`src/rtl/acd_pkg.sv`:
```
// Shared constants for the audio clock divider configuration block
package acd_pkg;

  // Register indices; the byte address on the bus is four times the index
  localparam logic [7:0] IDX_M_MOD = 8'h3a;
  localparam logic [7:0] IDX_EXT = 8'h3b;
  localparam logic [7:0] IDX_PLOW = 8'h3c;
  localparam logic [7:0] IDX_SLOW = 8'h3d;
  localparam logic [7:0] IDX_NM = 8'h3e;
  localparam logic [7:0] IDX_EN = 8'h44;
  localparam logic [7:0] IDX_CTRL = 8'h50;
  localparam logic [7:0] IDX_STAT = 8'h51;

  // Reset values
  localparam logic [7:0] RST_M_MOD = 8'h04;
  localparam logic [7:0] RST_EXT = 8'h00;
  localparam logic [7:0] RST_PLOW = 8'h01;
  localparam logic [7:0] RST_SLOW = 8'h01;
  localparam logic [7:0] RST_NM = 8'h01;
  localparam logic [7:0] RST_EN = 8'h00;
  localparam logic [7:0] RST_CTRL = 8'h00;

  // Writable bits; all others are reserved and read as zero
  localparam logic [7:0] MSK_M_MOD = 8'hff;
  localparam logic [7:0] MSK_EXT = 8'h06;
  localparam logic [7:0] MSK_PLOW = 8'hff;
  localparam logic [7:0] MSK_SLOW = 8'hff;
  localparam logic [7:0] MSK_NM = 8'h3f;
  localparam logic [7:0] MSK_EN = 8'h07;
  localparam logic [7:0] MSK_CTRL = 8'h01;

  // Field positions
  localparam int M_MSB = 7;
  localparam int M_LSB = 2;
  localparam int MOD_MSB = 1;
  localparam int EXT_P_BIT = 2;
  localparam int EXT_S_BIT = 1;
  localparam int NM_MSB = 5;
  localparam int EN_N_BIT = 2;
  localparam int EN_M_BIT = 1;
  localparam int EN_PDM_BIT = 0;
  localparam int CTRL_AUTO_BIT = 0;

  // Divider code widths
  localparam int M_W = 6;
  localparam int MOD_W = 2;
  localparam int BIT_W = 9;
  localparam int NM_W = 6;

endpackage : acd_pkg

```
`src/rtl/acd_top.sv`:
```
`timescale 1ns/1ps
`default_nettype none
// Functional notes
// - M divider code 1..63 divides by code, zero divides by 64
// - Modulator divider codes 0,1,2 divide by 1,2,4; code 3 reserved
// - Auto clock detection overrides every divider value field
// - Extension bit 2 is primary bit-clock divider MSB above its low byte
// - Extension bit 1 is secondary bit-clock divider MSB above its low byte
// - Nine-bit bit-clock dividers divide by code, zero divides by 512
// - Analog N-M divider code 1..63 divides by code, zero by 64
// - Enable register: bit 2 N, bit 1 M, bit 0 PDM divider
// - Reserved bits read zero; software writes only zero into them
module acd_top
  import acd_pkg::*;
(
  // Clock and reset
  input wire logic sys_clk,
  input wire logic sys_rst,
  // Wishbone slave
  input wire logic wb_cyc_i,
  input wire logic wb_stb_i,
  input wire logic wb_we_i,
  input wire logic [9:0] wb_adr_i,
  input wire logic [3:0] wb_sel_i,
  input wire logic [31:0] wb_dat_i,
  output logic [31:0] wb_dat_o,
  output logic wb_ack_o,
  // Internally derived codes used under auto detection
  input wire logic [M_W-1:0] auto_m_code,
  input wire logic [MOD_W-1:0] auto_mod_code,
  input wire logic [BIT_W-1:0] auto_pbit_code,
  input wire logic [BIT_W-1:0] auto_sbit_code,
  input wire logic [NM_W-1:0] auto_nm_code,
  // Divided clocks and enables
  output logic m_clk,
  output logic mod_clk,
  output logic pbit_clk,
  output logic sbit_clk,
  output logic nm_clk,
  output logic pdm_divider_enable
);

  // Register storage
  logic [7:0] m_mod_q;
  logic [7:0] ext_q;
  logic [7:0] plow_q;
  logic [7:0] slow_q;
  logic [7:0] nm_q;
  logic [7:0] en_q;
  logic [7:0] ctrl_q;

  // Bus signals
  logic ack_q;
  logic [31:0] dat_q;
  logic [7:0] idx;
  logic req;
  logic wr;
  logic [7:0] rd_d;
  logic [7:0] stat;

  // Effective codes and ratios
  logic auto_on;
  logic [M_W-1:0] m_code;
  logic [MOD_W-1:0] mod_code;
  logic [BIT_W-1:0] pbit_code;
  logic [BIT_W-1:0] sbit_code;
  logic [NM_W-1:0] nm_code;
  logic [M_W:0] m_ratio;
  logic [MOD_W:0] mod_ratio;
  logic [BIT_W:0] pbit_ratio;
  logic [BIT_W:0] sbit_ratio;
  logic [NM_W:0] nm_ratio;

  // Divider pulses
  logic m_tick;
  logic mod_tick;
  logic nm_tick;

  // Request decode: word index, new request only while no ack pending
  assign idx = wb_adr_i[9:2];
  assign req = wb_cyc_i && wb_stb_i && !ack_q;
  assign wr = req && wb_we_i && wb_sel_i[0];

  // Single-cycle acknowledge, dropped the cycle after it is given
  always_ff @(posedge sys_clk) begin
    if (sys_rst) begin
      ack_q <= 1'b0;
    end else begin
      ack_q <= req;
    end
  end

  // M and modulator divider register
  always_ff @(posedge sys_clk) begin
    if (sys_rst) begin
      m_mod_q <= RST_M_MOD;
    end else if (wr && idx == IDX_M_MOD) begin
      m_mod_q <= wb_dat_i[7:0] & MSK_M_MOD;
    end
  end

  // Bit-clock extension register; reserved bits never stored
  always_ff @(posedge sys_clk) begin
    if (sys_rst) begin
      ext_q <= RST_EXT;
    end else if (wr && idx == IDX_EXT) begin
      ext_q <= wb_dat_i[7:0] & MSK_EXT;
    end
  end

  // Primary and secondary bit-clock low bytes
  always_ff @(posedge sys_clk) begin
    if (sys_rst) begin
      plow_q <= RST_PLOW;
      slow_q <= RST_SLOW;
    end else if (wr && idx == IDX_PLOW) begin
      plow_q <= wb_dat_i[7:0] & MSK_PLOW;
    end else if (wr && idx == IDX_SLOW) begin
      slow_q <= wb_dat_i[7:0] & MSK_SLOW;
    end
  end

  // Analog N-M divider register
  always_ff @(posedge sys_clk) begin
    if (sys_rst) begin
      nm_q <= RST_NM;
    end else if (wr && idx == IDX_NM) begin
      nm_q <= wb_dat_i[7:0] & MSK_NM;
    end
  end

  // Divider enable register
  always_ff @(posedge sys_clk) begin
    if (sys_rst) begin
      en_q <= RST_EN;
    end else if (wr && idx == IDX_EN) begin
      en_q <= wb_dat_i[7:0] & MSK_EN;
    end
  end

  // Auto detection control register
  always_ff @(posedge sys_clk) begin
    if (sys_rst) begin
      ctrl_q <= RST_CTRL;
    end else if (wr && idx == IDX_CTRL) begin
      ctrl_q <= wb_dat_i[7:0] & MSK_CTRL;
    end
  end

  // Live divider state for software
  assign stat = {3'b000, nm_clk, sbit_clk, pbit_clk, mod_clk, m_clk};

  // Read mux; unmapped indices read zero
  always_comb begin
    case (idx)
      IDX_M_MOD: rd_d = m_mod_q;
      IDX_EXT: rd_d = ext_q;
      IDX_PLOW: rd_d = plow_q;
      IDX_SLOW: rd_d = slow_q;
      IDX_NM: rd_d = nm_q;
      IDX_EN: rd_d = en_q;
      IDX_CTRL: rd_d = ctrl_q;
      IDX_STAT: rd_d = stat;
      default: rd_d = 8'h00;
    endcase
  end

  // Read data captured with the acknowledge
  always_ff @(posedge sys_clk) begin
    if (sys_rst) begin
      dat_q <= 32'h0000_0000;
    end else if (req) begin
      dat_q <= {24'h00_0000, rd_d};
    end
  end

  assign wb_ack_o = ack_q;
  assign wb_dat_o = dat_q;
  assign pdm_divider_enable = en_q[EN_PDM_BIT];

  // Code selection: auto detection replaces all stored divider codes
  assign auto_on = ctrl_q[CTRL_AUTO_BIT];
  assign m_code = auto_on ? auto_m_code : m_mod_q[M_MSB:M_LSB];
  assign mod_code = auto_on ? auto_mod_code : m_mod_q[MOD_MSB:0];
  assign pbit_code = auto_on ? auto_pbit_code : {ext_q[EXT_P_BIT], plow_q};
  assign sbit_code = auto_on ? auto_sbit_code : {ext_q[EXT_S_BIT], slow_q};
  assign nm_code = auto_on ? auto_nm_code : nm_q[NM_MSB:0];

  // Zero codes map to the full power-of-two ratio
  assign m_ratio = (m_code == '0) ? {1'b1, {M_W{1'b0}}} : {1'b0, m_code};
  assign pbit_ratio = (pbit_code == '0) ? {1'b1, {BIT_W{1'b0}}} : {1'b0, pbit_code};
  assign sbit_ratio = (sbit_code == '0) ? {1'b1, {BIT_W{1'b0}}} : {1'b0, sbit_code};
  assign nm_ratio = (nm_code == '0) ? {1'b1, {NM_W{1'b0}}} : {1'b0, nm_code};

  // Modulator ratio 1/2/4; reserved code 3 falls back to 4
  always_comb begin
    case (mod_code)
      2'd0: mod_ratio = 3'd1;
      2'd1: mod_ratio = 3'd2;
      default: mod_ratio = 3'd4;
    endcase
  end

  // M divider on the source clock, gated by its enable
  acd_div #(.W(M_W)) u_m_div (
    .sys_clk(sys_clk),
    .sys_rst(sys_rst),
    .en(en_q[EN_M_BIT]),
    .tick_in(1'b1),
    .ratio(m_ratio),
    .tick_q(m_tick),
    .clk_q(m_clk)
  );

  // Modulator divider follows the M divider output
  acd_div #(.W(MOD_W)) u_mod_div (
    .sys_clk(sys_clk),
    .sys_rst(sys_rst),
    .en(en_q[EN_M_BIT]),
    .tick_in(m_tick),
    .ratio(mod_ratio),
    .tick_q(mod_tick),
    .clk_q(mod_clk)
  );

  // Primary port bit-clock divider
  acd_div #(.W(BIT_W)) u_pbit_div (
    .sys_clk(sys_clk),
    .sys_rst(sys_rst),
    .en(1'b1),
    .tick_in(1'b1),
    .ratio(pbit_ratio),
    .tick_q(),
    .clk_q(pbit_clk)
  );

  // Secondary port bit-clock divider
  acd_div #(.W(BIT_W)) u_sbit_div (
    .sys_clk(sys_clk),
    .sys_rst(sys_rst),
    .en(1'b1),
    .tick_in(1'b1),
    .ratio(sbit_ratio),
    .tick_q(),
    .clk_q(sbit_clk)
  );

  // Analog N-M divider, running behind the N divider enable
  acd_div #(.W(NM_W)) u_nm_div (
    .sys_clk(sys_clk),
    .sys_rst(sys_rst),
    .en(en_q[EN_N_BIT]),
    .tick_in(1'b1),
    .ratio(nm_ratio),
    .tick_q(nm_tick),
    .clk_q(nm_clk)
  );
endmodule : acd_top
`default_nettype wire

```
`src/rtl/acd_div.sv`:
```
`timescale 1ns/1ps
`default_nettype none
// Generic clock-enable divider: one output pulse per ratio source ticks
module acd_div #(
  parameter int W = 6
) (
  // Clock and reset
  input wire logic sys_clk,
  input wire logic sys_rst,
  // Control
  input wire logic en,
  input wire logic tick_in,
  input wire logic [W:0] ratio,
  // Divided outputs
  output logic tick_q,
  output logic clk_q
);

  logic [W-1:0] count_q;
  logic wrap;

  // Last source tick of a period; >= guards a ratio cut mid-count
  assign wrap = ({1'b0, count_q} >= (ratio - {{W{1'b0}}, 1'b1}));

  // Counter, pulse and square output; cleared while disabled
  always_ff @(posedge sys_clk) begin
    if (sys_rst || !en) begin
      count_q <= '0;
      tick_q <= 1'b0;
      clk_q <= 1'b0;
    end else if (tick_in) begin
      if (wrap) begin
        count_q <= '0;
        tick_q <= 1'b1;
        clk_q <= ~clk_q;
      end else begin
        count_q <= count_q + {{(W-1){1'b0}}, 1'b1};
        tick_q <= 1'b0;
      end
    end else begin
      tick_q <= 1'b0;
    end
  end

endmodule : acd_div
`default_nettype wire

```
`config.mk`:
```
export PLATFORM = sky130hd
export DESIGN_NAME = acd_top
export DESIGN_NICKNAME = d
export VERILOG_FILES = /design/src/rtl/acd_pkg.sv /design/src/rtl/acd_top.sv /design/src/rtl/acd_div.sv
export SDC_FILE = /design/constraint.sdc
export NUM_CORES = 1
export LEC_CHECK = 0
export BUFFER_PORTS_ARGS = -buffer_cell sky130_fd_sc_hd__buf_2
export CAP_MARGIN = 20
export CORE_ASPECT_RATIO = 1.75
export CORE_UTILIZATION = 50
export CTS_BUF_LIST = sky130_fd_sc_hd__clkbuf_4
export CTS_CLUSTER_SIZE = 24
export DETAILED_ROUTE_END_ITERATION = 8
export GPL_TIMING_DRIVEN = 0
export MAX_ROUTING_LAYER = met4
export PLACE_DENSITY = 0.8
export SYNTH_ARGS = -nofsm -noshare
export SYNTH_HDL_FRONTEND = slang
export SYNTH_HIERARCHICAL = 1
export SYNTH_SLANG_ARGS = --single-unit
```
`constraint.sdc`:
```
create_clock -name sys_clk -period 3.6 [get_ports sys_clk]
set_clock_uncertainty 0.15 [all_clocks]
set_input_delay 0.54 -clock sys_clk [delete_from_list [all_inputs] [get_ports sys_clk]]
set_output_delay 0.54 -clock sys_clk [all_outputs]
set_load 0.01 [all_outputs]
```
Word-level counts from Yosys, hierarchy flattened. Index checks and enable logic that the tools add are counted.

Bitwise operators: 6. $lt $le $gt $ge: 5. Eq/ne operators: 9. Add/sub/neg operators: 10. Multiplexer cells: 13. Reductions and logical operators: 27.

Operators by type and width (count): one-hot mux 8 bit (8 select lines) (1); == test 8 x 6 -> 1 bit, second input constant (5); == test 8 x 7 -> 1 bit, second input constant (3); greater-or-equal comparator 9 x 10 -> 1 bit (2); 2-to-1 mux 10 bit (2); subtractor 10 x 1 -> 10 bit, second input constant (2); adder 9 x 1 -> 9 bit, second input constant (2); zero test 9 bit (2); 2-to-1 mux 9 bit (2); greater-or-equal comparator 6 x 7 -> 1 bit (2); 2-to-1 mux 7 bit (2); subtractor 7 x 1 -> 7 bit, second input constant (2); adder 6 x 1 -> 6 bit, second input constant (2); zero test 6 bit (2); 2-to-1 mux 6 bit (2); logical AND 1 bit (11); OR reduction 2 bit (4); inverter 1 bit (6); one-hot mux 3 bit (2 select lines) (1); 2-to-1 mux 2 bit (2); AND reduction 2 bit (2); greater-or-equal comparator 2 x 3 -> 1 bit (1); zero test 1 bit (3); subtractor 3 x 1 -> 3 bit, second input constant (1); 5 further kinds (6).

Input port bits: 83. Flip-flop bits (word level): 83. Output and inout port bits: 39. Logic and storage cells: 90.

Depth between registers and ports, before layout.
Depth after elaboration: 7. Mapped depth: 14. Mapped depth without buffers: 12.

Hierarchy. Netlist, hierarchy kept.

By module, submodules not included: acd_top (instances 1, area an instance 2797.7 um2, sequential area each 900.9 um2, cells an instance 316); acd_div (u_m_div ...) (instances 2, area an instance 601.8 um2, sequential area each 160.2 um2, cells an instance 65); acd_div (u_pbit_div) (instances 1, area an instance 809.5 um2, sequential area each 220.2 um2, cells an instance 97); acd_div (u_sbit_div) (instances 1, area an instance 808.3 um2, sequential area each 220.2 um2, cells an instance 97); acd_div (u_mod_div) (instances 1, area an instance 241.5 um2, sequential area each 80.1 um2, cells an instance 27).

Worst setup path after synthesis. OpenSTA, ideal clock, no wires.

Path type: register -> register. From: register ctrl_q[0]. To: register u_m_div.clk_q. Buffers on the path: 3. Setup slack: 149 ps. Data arrival time: 3185 ps. Period minus slack after synthesis: 3451 ps. Stages on the path, launching flop included: 15. Setup time: 116 ps. Path through: dfxtp_1 -> buf_2 -> buf_2 -> buf_2 -> mux2_2 -> inv_1 -> ha_1 -> or3b_4 -> xor2_1 -> ha_1 -> a21o_1 -> a21oi_1 -> o21ai_1 -> and3_1 -> a31o_1.

Longest elaborated chain between the ends: 5.

RTL lines: from (decl) (line acd_top.sv:50) `logic [7:0] ctrl_q;`; from (signal assigned) (line acd_top.sv:146) `ctrl_q <= wb_dat_i[7:0] & MSK_CTRL;`; 2-to-1 mux 6 bit (*) (line acd_top.sv:183) `assign m_code = auto_on ? auto_m_code : m_mod_q[M_MSB:M_LSB];`; zero test 6 bit (line acd_top.sv:190) `assign m_ratio = (m_code == '0) ? {1'b1, {M_W{1'b0}}} : {1'b0, m_code};`; 2-to-1 mux 7 bit (*) (line acd_top.sv:190); via m_ratio[0] (line acd_top.sv:68) `logic [M_W:0] m_ratio;`; subtractor 7 x 1 -> 7 bit (*) (line acd_div.sv:23) `assign wrap = ({1'b0, count_q} >= (ratio - {{W{1'b0}}, 1'b1}));`; greater-or-equal comparator 6 x 7 -> 1 bit (*) (line acd_div.sv:23); to (signal assigned) (line acd_div.sv:35) `clk_q <= ~clk_q;`; to (decl) (line acd_div.sv:16) `output logic clk_q`.

Mark *: on every way through the listed nets, which the timed path passes. The rest lies on a longest branch. A chain may end at the register's enable or synchronous reset.

Worst setup path after layout. Same ends and word-level chain as after synthesis.

==> flow_summary_export.csv <==
group,metric,value,unit
worst_setup_path,cpMostUsedCell,"sky130_fd_sc_hd__ha_1",
floorplan,initial_core_util,0.516,
worst_setup_path,worst-setup-path-type,"reg -> reg",
clock_tree,tritoncts,"yes",
worst_hold_path,timing.hold.worst.class,"in -> reg",
clock_tree,cts_sinks,83,
timing,report.final.setup_viol,0,
clock_tree,cts_inserted_buffers,9,
timing,hold_viol,0,
clock_tree,cts.htree.levels,3,
clock_tree,cts.clk_slew.worst_paths,140,ps
layout,num-nets-final,902,
floorplan,io-pin-count,122,
power,finalPower,1.61,mW
worst_setup_path,crit_path_cell_trace,"buf_6 -> buf_12 -> buf_8 -> mux2_2 -> inv_1 -> ha_1 -> or3b_4 -> xor2_1 -> ha_1 -> a21o_1 -> a21oi_2 -> o21ai_4 -> and3_1 -> a31o_1",
timing,worstMarginPinSlew,634,ps
routing,dr_total_vias,5083,
timing,post-route-period-util,0.951,
worst_setup_path,crit_path_end_kind,"register",
global_routing,grt_pass1_vias,4896,
worst_setup_path,critical-path-top-delay-family,"compound AO/OA/AOI/OAI gates",
global_routing,grt_antenna_before_repair,1,
synth,summed_instance_area_of_the_synthesized_netlist,0.00576,mm2
timing,slew_headroom,0.574,
layout,finalInstanceArea,0.00664,mm2
routing,detail_route.wirelength,14.4,mm
placed_design,io_buffer_count,66,
routing,drtAntennaViolNets,0,
floorplan,overall_die_area,0.0120,mm2
global_routing,grt_usage,0.250,
layout,flow.area_growth_from_synthesis,15.3,%
power,power.density_cell_area,242,mW/mm2
routing,drt-pass1-iter-count,5,
worst_setup_path,data_required_time_of_the_worst_path,3810,ps
placed_design,gp_routability_congestion,0.989,
worst_setup_path,critical_path.max_stage_delay,400,ps
routing,drt-wirelength-per-cell,15.8,um
floorplan,placement_rows,51,
routing,drc_viols,0,
clock_tree,cts_post_setup_buffers_inserted,0,
placed_design,placedInstanceArea,0.00641,mm2
layout,post_route_cells_drive_above_1_share,0.248,
run_status,outcome,"finished, final reports clean",
worst_setup_path,critical_path.n_buffers_inverters,4,
placed_design,hpwl_dp,11.4,mm
timing,setup_slack,175,ps
timing,unrepaired_setup_endpoints_after_global_routing,"no",
timing,final_report_max_slew_violation_count,0,
global_routing,grt_max_degree,17,
routing,drt_iter0_drc,263,
clock_tree,clk-insertion-delay-late,450,ps
timing,minimum_clock_period_after_layout,3430,ps
worst_setup_path,cp_max_fo,10,
floorplan,floorplan.core_area,0.0112,mm2
synth,syn-mean-instance-area,8.74,um2
clock_tree,cts-root-buf,"sky130_fd_sc_hd__clkbuf_4",
power,p_leak,2.81,nW
job,timing.max_cap.violations,0,
timing,clock.fmax,292,MHz
global_routing,global_route.overflow_total,0,
clock_tree,clock_tree.buffer_depth,2,
global_routing,grt_first_pass_wirelength,22.9,mm
worst_setup_path,timing.critical_path.from_type,"register",
routing,vias_per_cell,5.55,
placed_design,preCtsSetupSlack,-461,ps
synth,synth-warning-count,6,
worst_setup_path,arrival,3640,ps
floorplan,chip_height,144,um
timing,finalSetupTns,0,ps
floorplan,die_w,83.1,um
clock_tree,post_cts_hold_buffer_count,0,
worst_setup_path,standard_cell_with_the_maximum_stage_delay_on_the_critical_path,"sky130_fd_sc_hd__or3b_4",
power,ir_drop,0.000172,V
synth,synth_cells,659,
## routing by layer
metal / global-route usage / vias to the layer above / routed length [um]
met5: - / - / 0
met4: 0.182 / 0 / 820
met3: 0.0437 / 66 / 680
met2: 0.433 / 164 / 7380
met1: 0.254 / 2324 / 5570
li1: - / 2529 / -
## final cells by class
class / count / area (um2)
Inverter: 21 / 78.8
Clock inverter: 7 / 57.6
Tap cell: 132 / 165
Clock buffer: 9 / 67.6
Sequential cell: 83 / 1660
Multi-Input combinational cell: 553 / 3930
Antenna cell: 1 / 2.50
Buffer: 44 / 345
Fill cell: 1014 / 4530
Timing Repair Buffer: 66 / 330
## repair_timing
action / CTS / global route
setup endpoints to repair: 35 / 26
pin swaps: 0 / 2
gates cloned: 0 / 0
resized for setup: 10 / 15
## final timing paths
| check | start | endpoint | slack [ps] | cells past startpoint |
|---|---|---|---|---|
| hold / removal | wb_dat_i[7] | m_mod_q[7] | 220 | 3 |
| hold reg to reg | wb_dat_o[6] | wb_dat_o[6] | 320 | 2 |
| setup reg to reg | ctrl_q[0] | u_m_div/clk_q | 170 | 14 |
| setup / recovery | ctrl_q[0] | u_m_div/clk_q | 170 | 14 |
## per-stage QoR
stage,hold WS [ps],cells,utilization
floorplan,294,701,-
global placement,285,899,0.574
detailed placement,289,899,0.574
CTS,192,915,0.588
global route,197,916,0.595
finish,216,916,0.595
## flip-flops by register name, summed over array words and instances (netlist names), 3 cells and up
| name | flops |
|---|---|
| slow_q | 8 |
| u_pbit_div/count_q | 9 |
| u_sbit_div/count_q | 9 |
| m_mod_q | 8 |
| u_m_div/count_q | 6 |
| plow_q | 8 |
| u_nm_div/count_q | 6 |
| en_q | 3 |
| nm_q | 6 |
| wb_dat_o | 8 |
## worst reg2reg max path, cell delays in order (launching register included)
cell	delay, ps
sky130_fd_sc_hd__dfxtp_1	350
sky130_fd_sc_hd__buf_6	150
sky130_fd_sc_hd__buf_12	160
sky130_fd_sc_hd__buf_8	170
sky130_fd_sc_hd__mux2_2	370
sky130_fd_sc_hd__inv_1	80
sky130_fd_sc_hd__ha_1	180
sky130_fd_sc_hd__or3b_4	400
sky130_fd_sc_hd__xor2_1	150
sky130_fd_sc_hd__ha_1	290
sky130_fd_sc_hd__a21o_1	170
sky130_fd_sc_hd__a21oi_2	180
sky130_fd_sc_hd__o21ai_4	130
sky130_fd_sc_hd__and3_1	220
sky130_fd_sc_hd__a31o_1	210
## where the power goes
group | internal, mW | switching, mW
Combinational | 0.0662 | 0.0942
Clock | 0.150 | 0.369
Sequential | 0.923 | 0.00335
## placed cells by master, fill, tap and decap left out, types with 9 or more instances in the layout
master	instances
sky130_fd_sc_hd__nand2_1	56
sky130_fd_sc_hd__clkbuf_4	9
sky130_fd_sc_hd__buf_4	24
sky130_fd_sc_hd__nor2_1	70
sky130_fd_sc_hd__inv_1	21
sky130_fd_sc_hd__mux2i_1	35
sky130_fd_sc_hd__xor2_1	25
sky130_fd_sc_hd__and3_1	9
sky130_fd_sc_hd__conb_1	44
sky130_fd_sc_hd__nand2b_1	11
sky130_fd_sc_hd__ha_1	41
sky130_fd_sc_hd__a21oi_1	26
sky130_fd_sc_hd__dfxtp_1	83
sky130_fd_sc_hd__nand3_1	35
sky130_fd_sc_hd__nor3_1	10
sky130_fd_sc_hd__buf_2	70
sky130_fd_sc_hd__a211oi_2	10
sky130_fd_sc_hd__xnor2_1	19
sky130_fd_sc_hd__nand4_1	12
sky130_fd_sc_hd__mux2_2	35
Power figures use the tool's default switching activity.
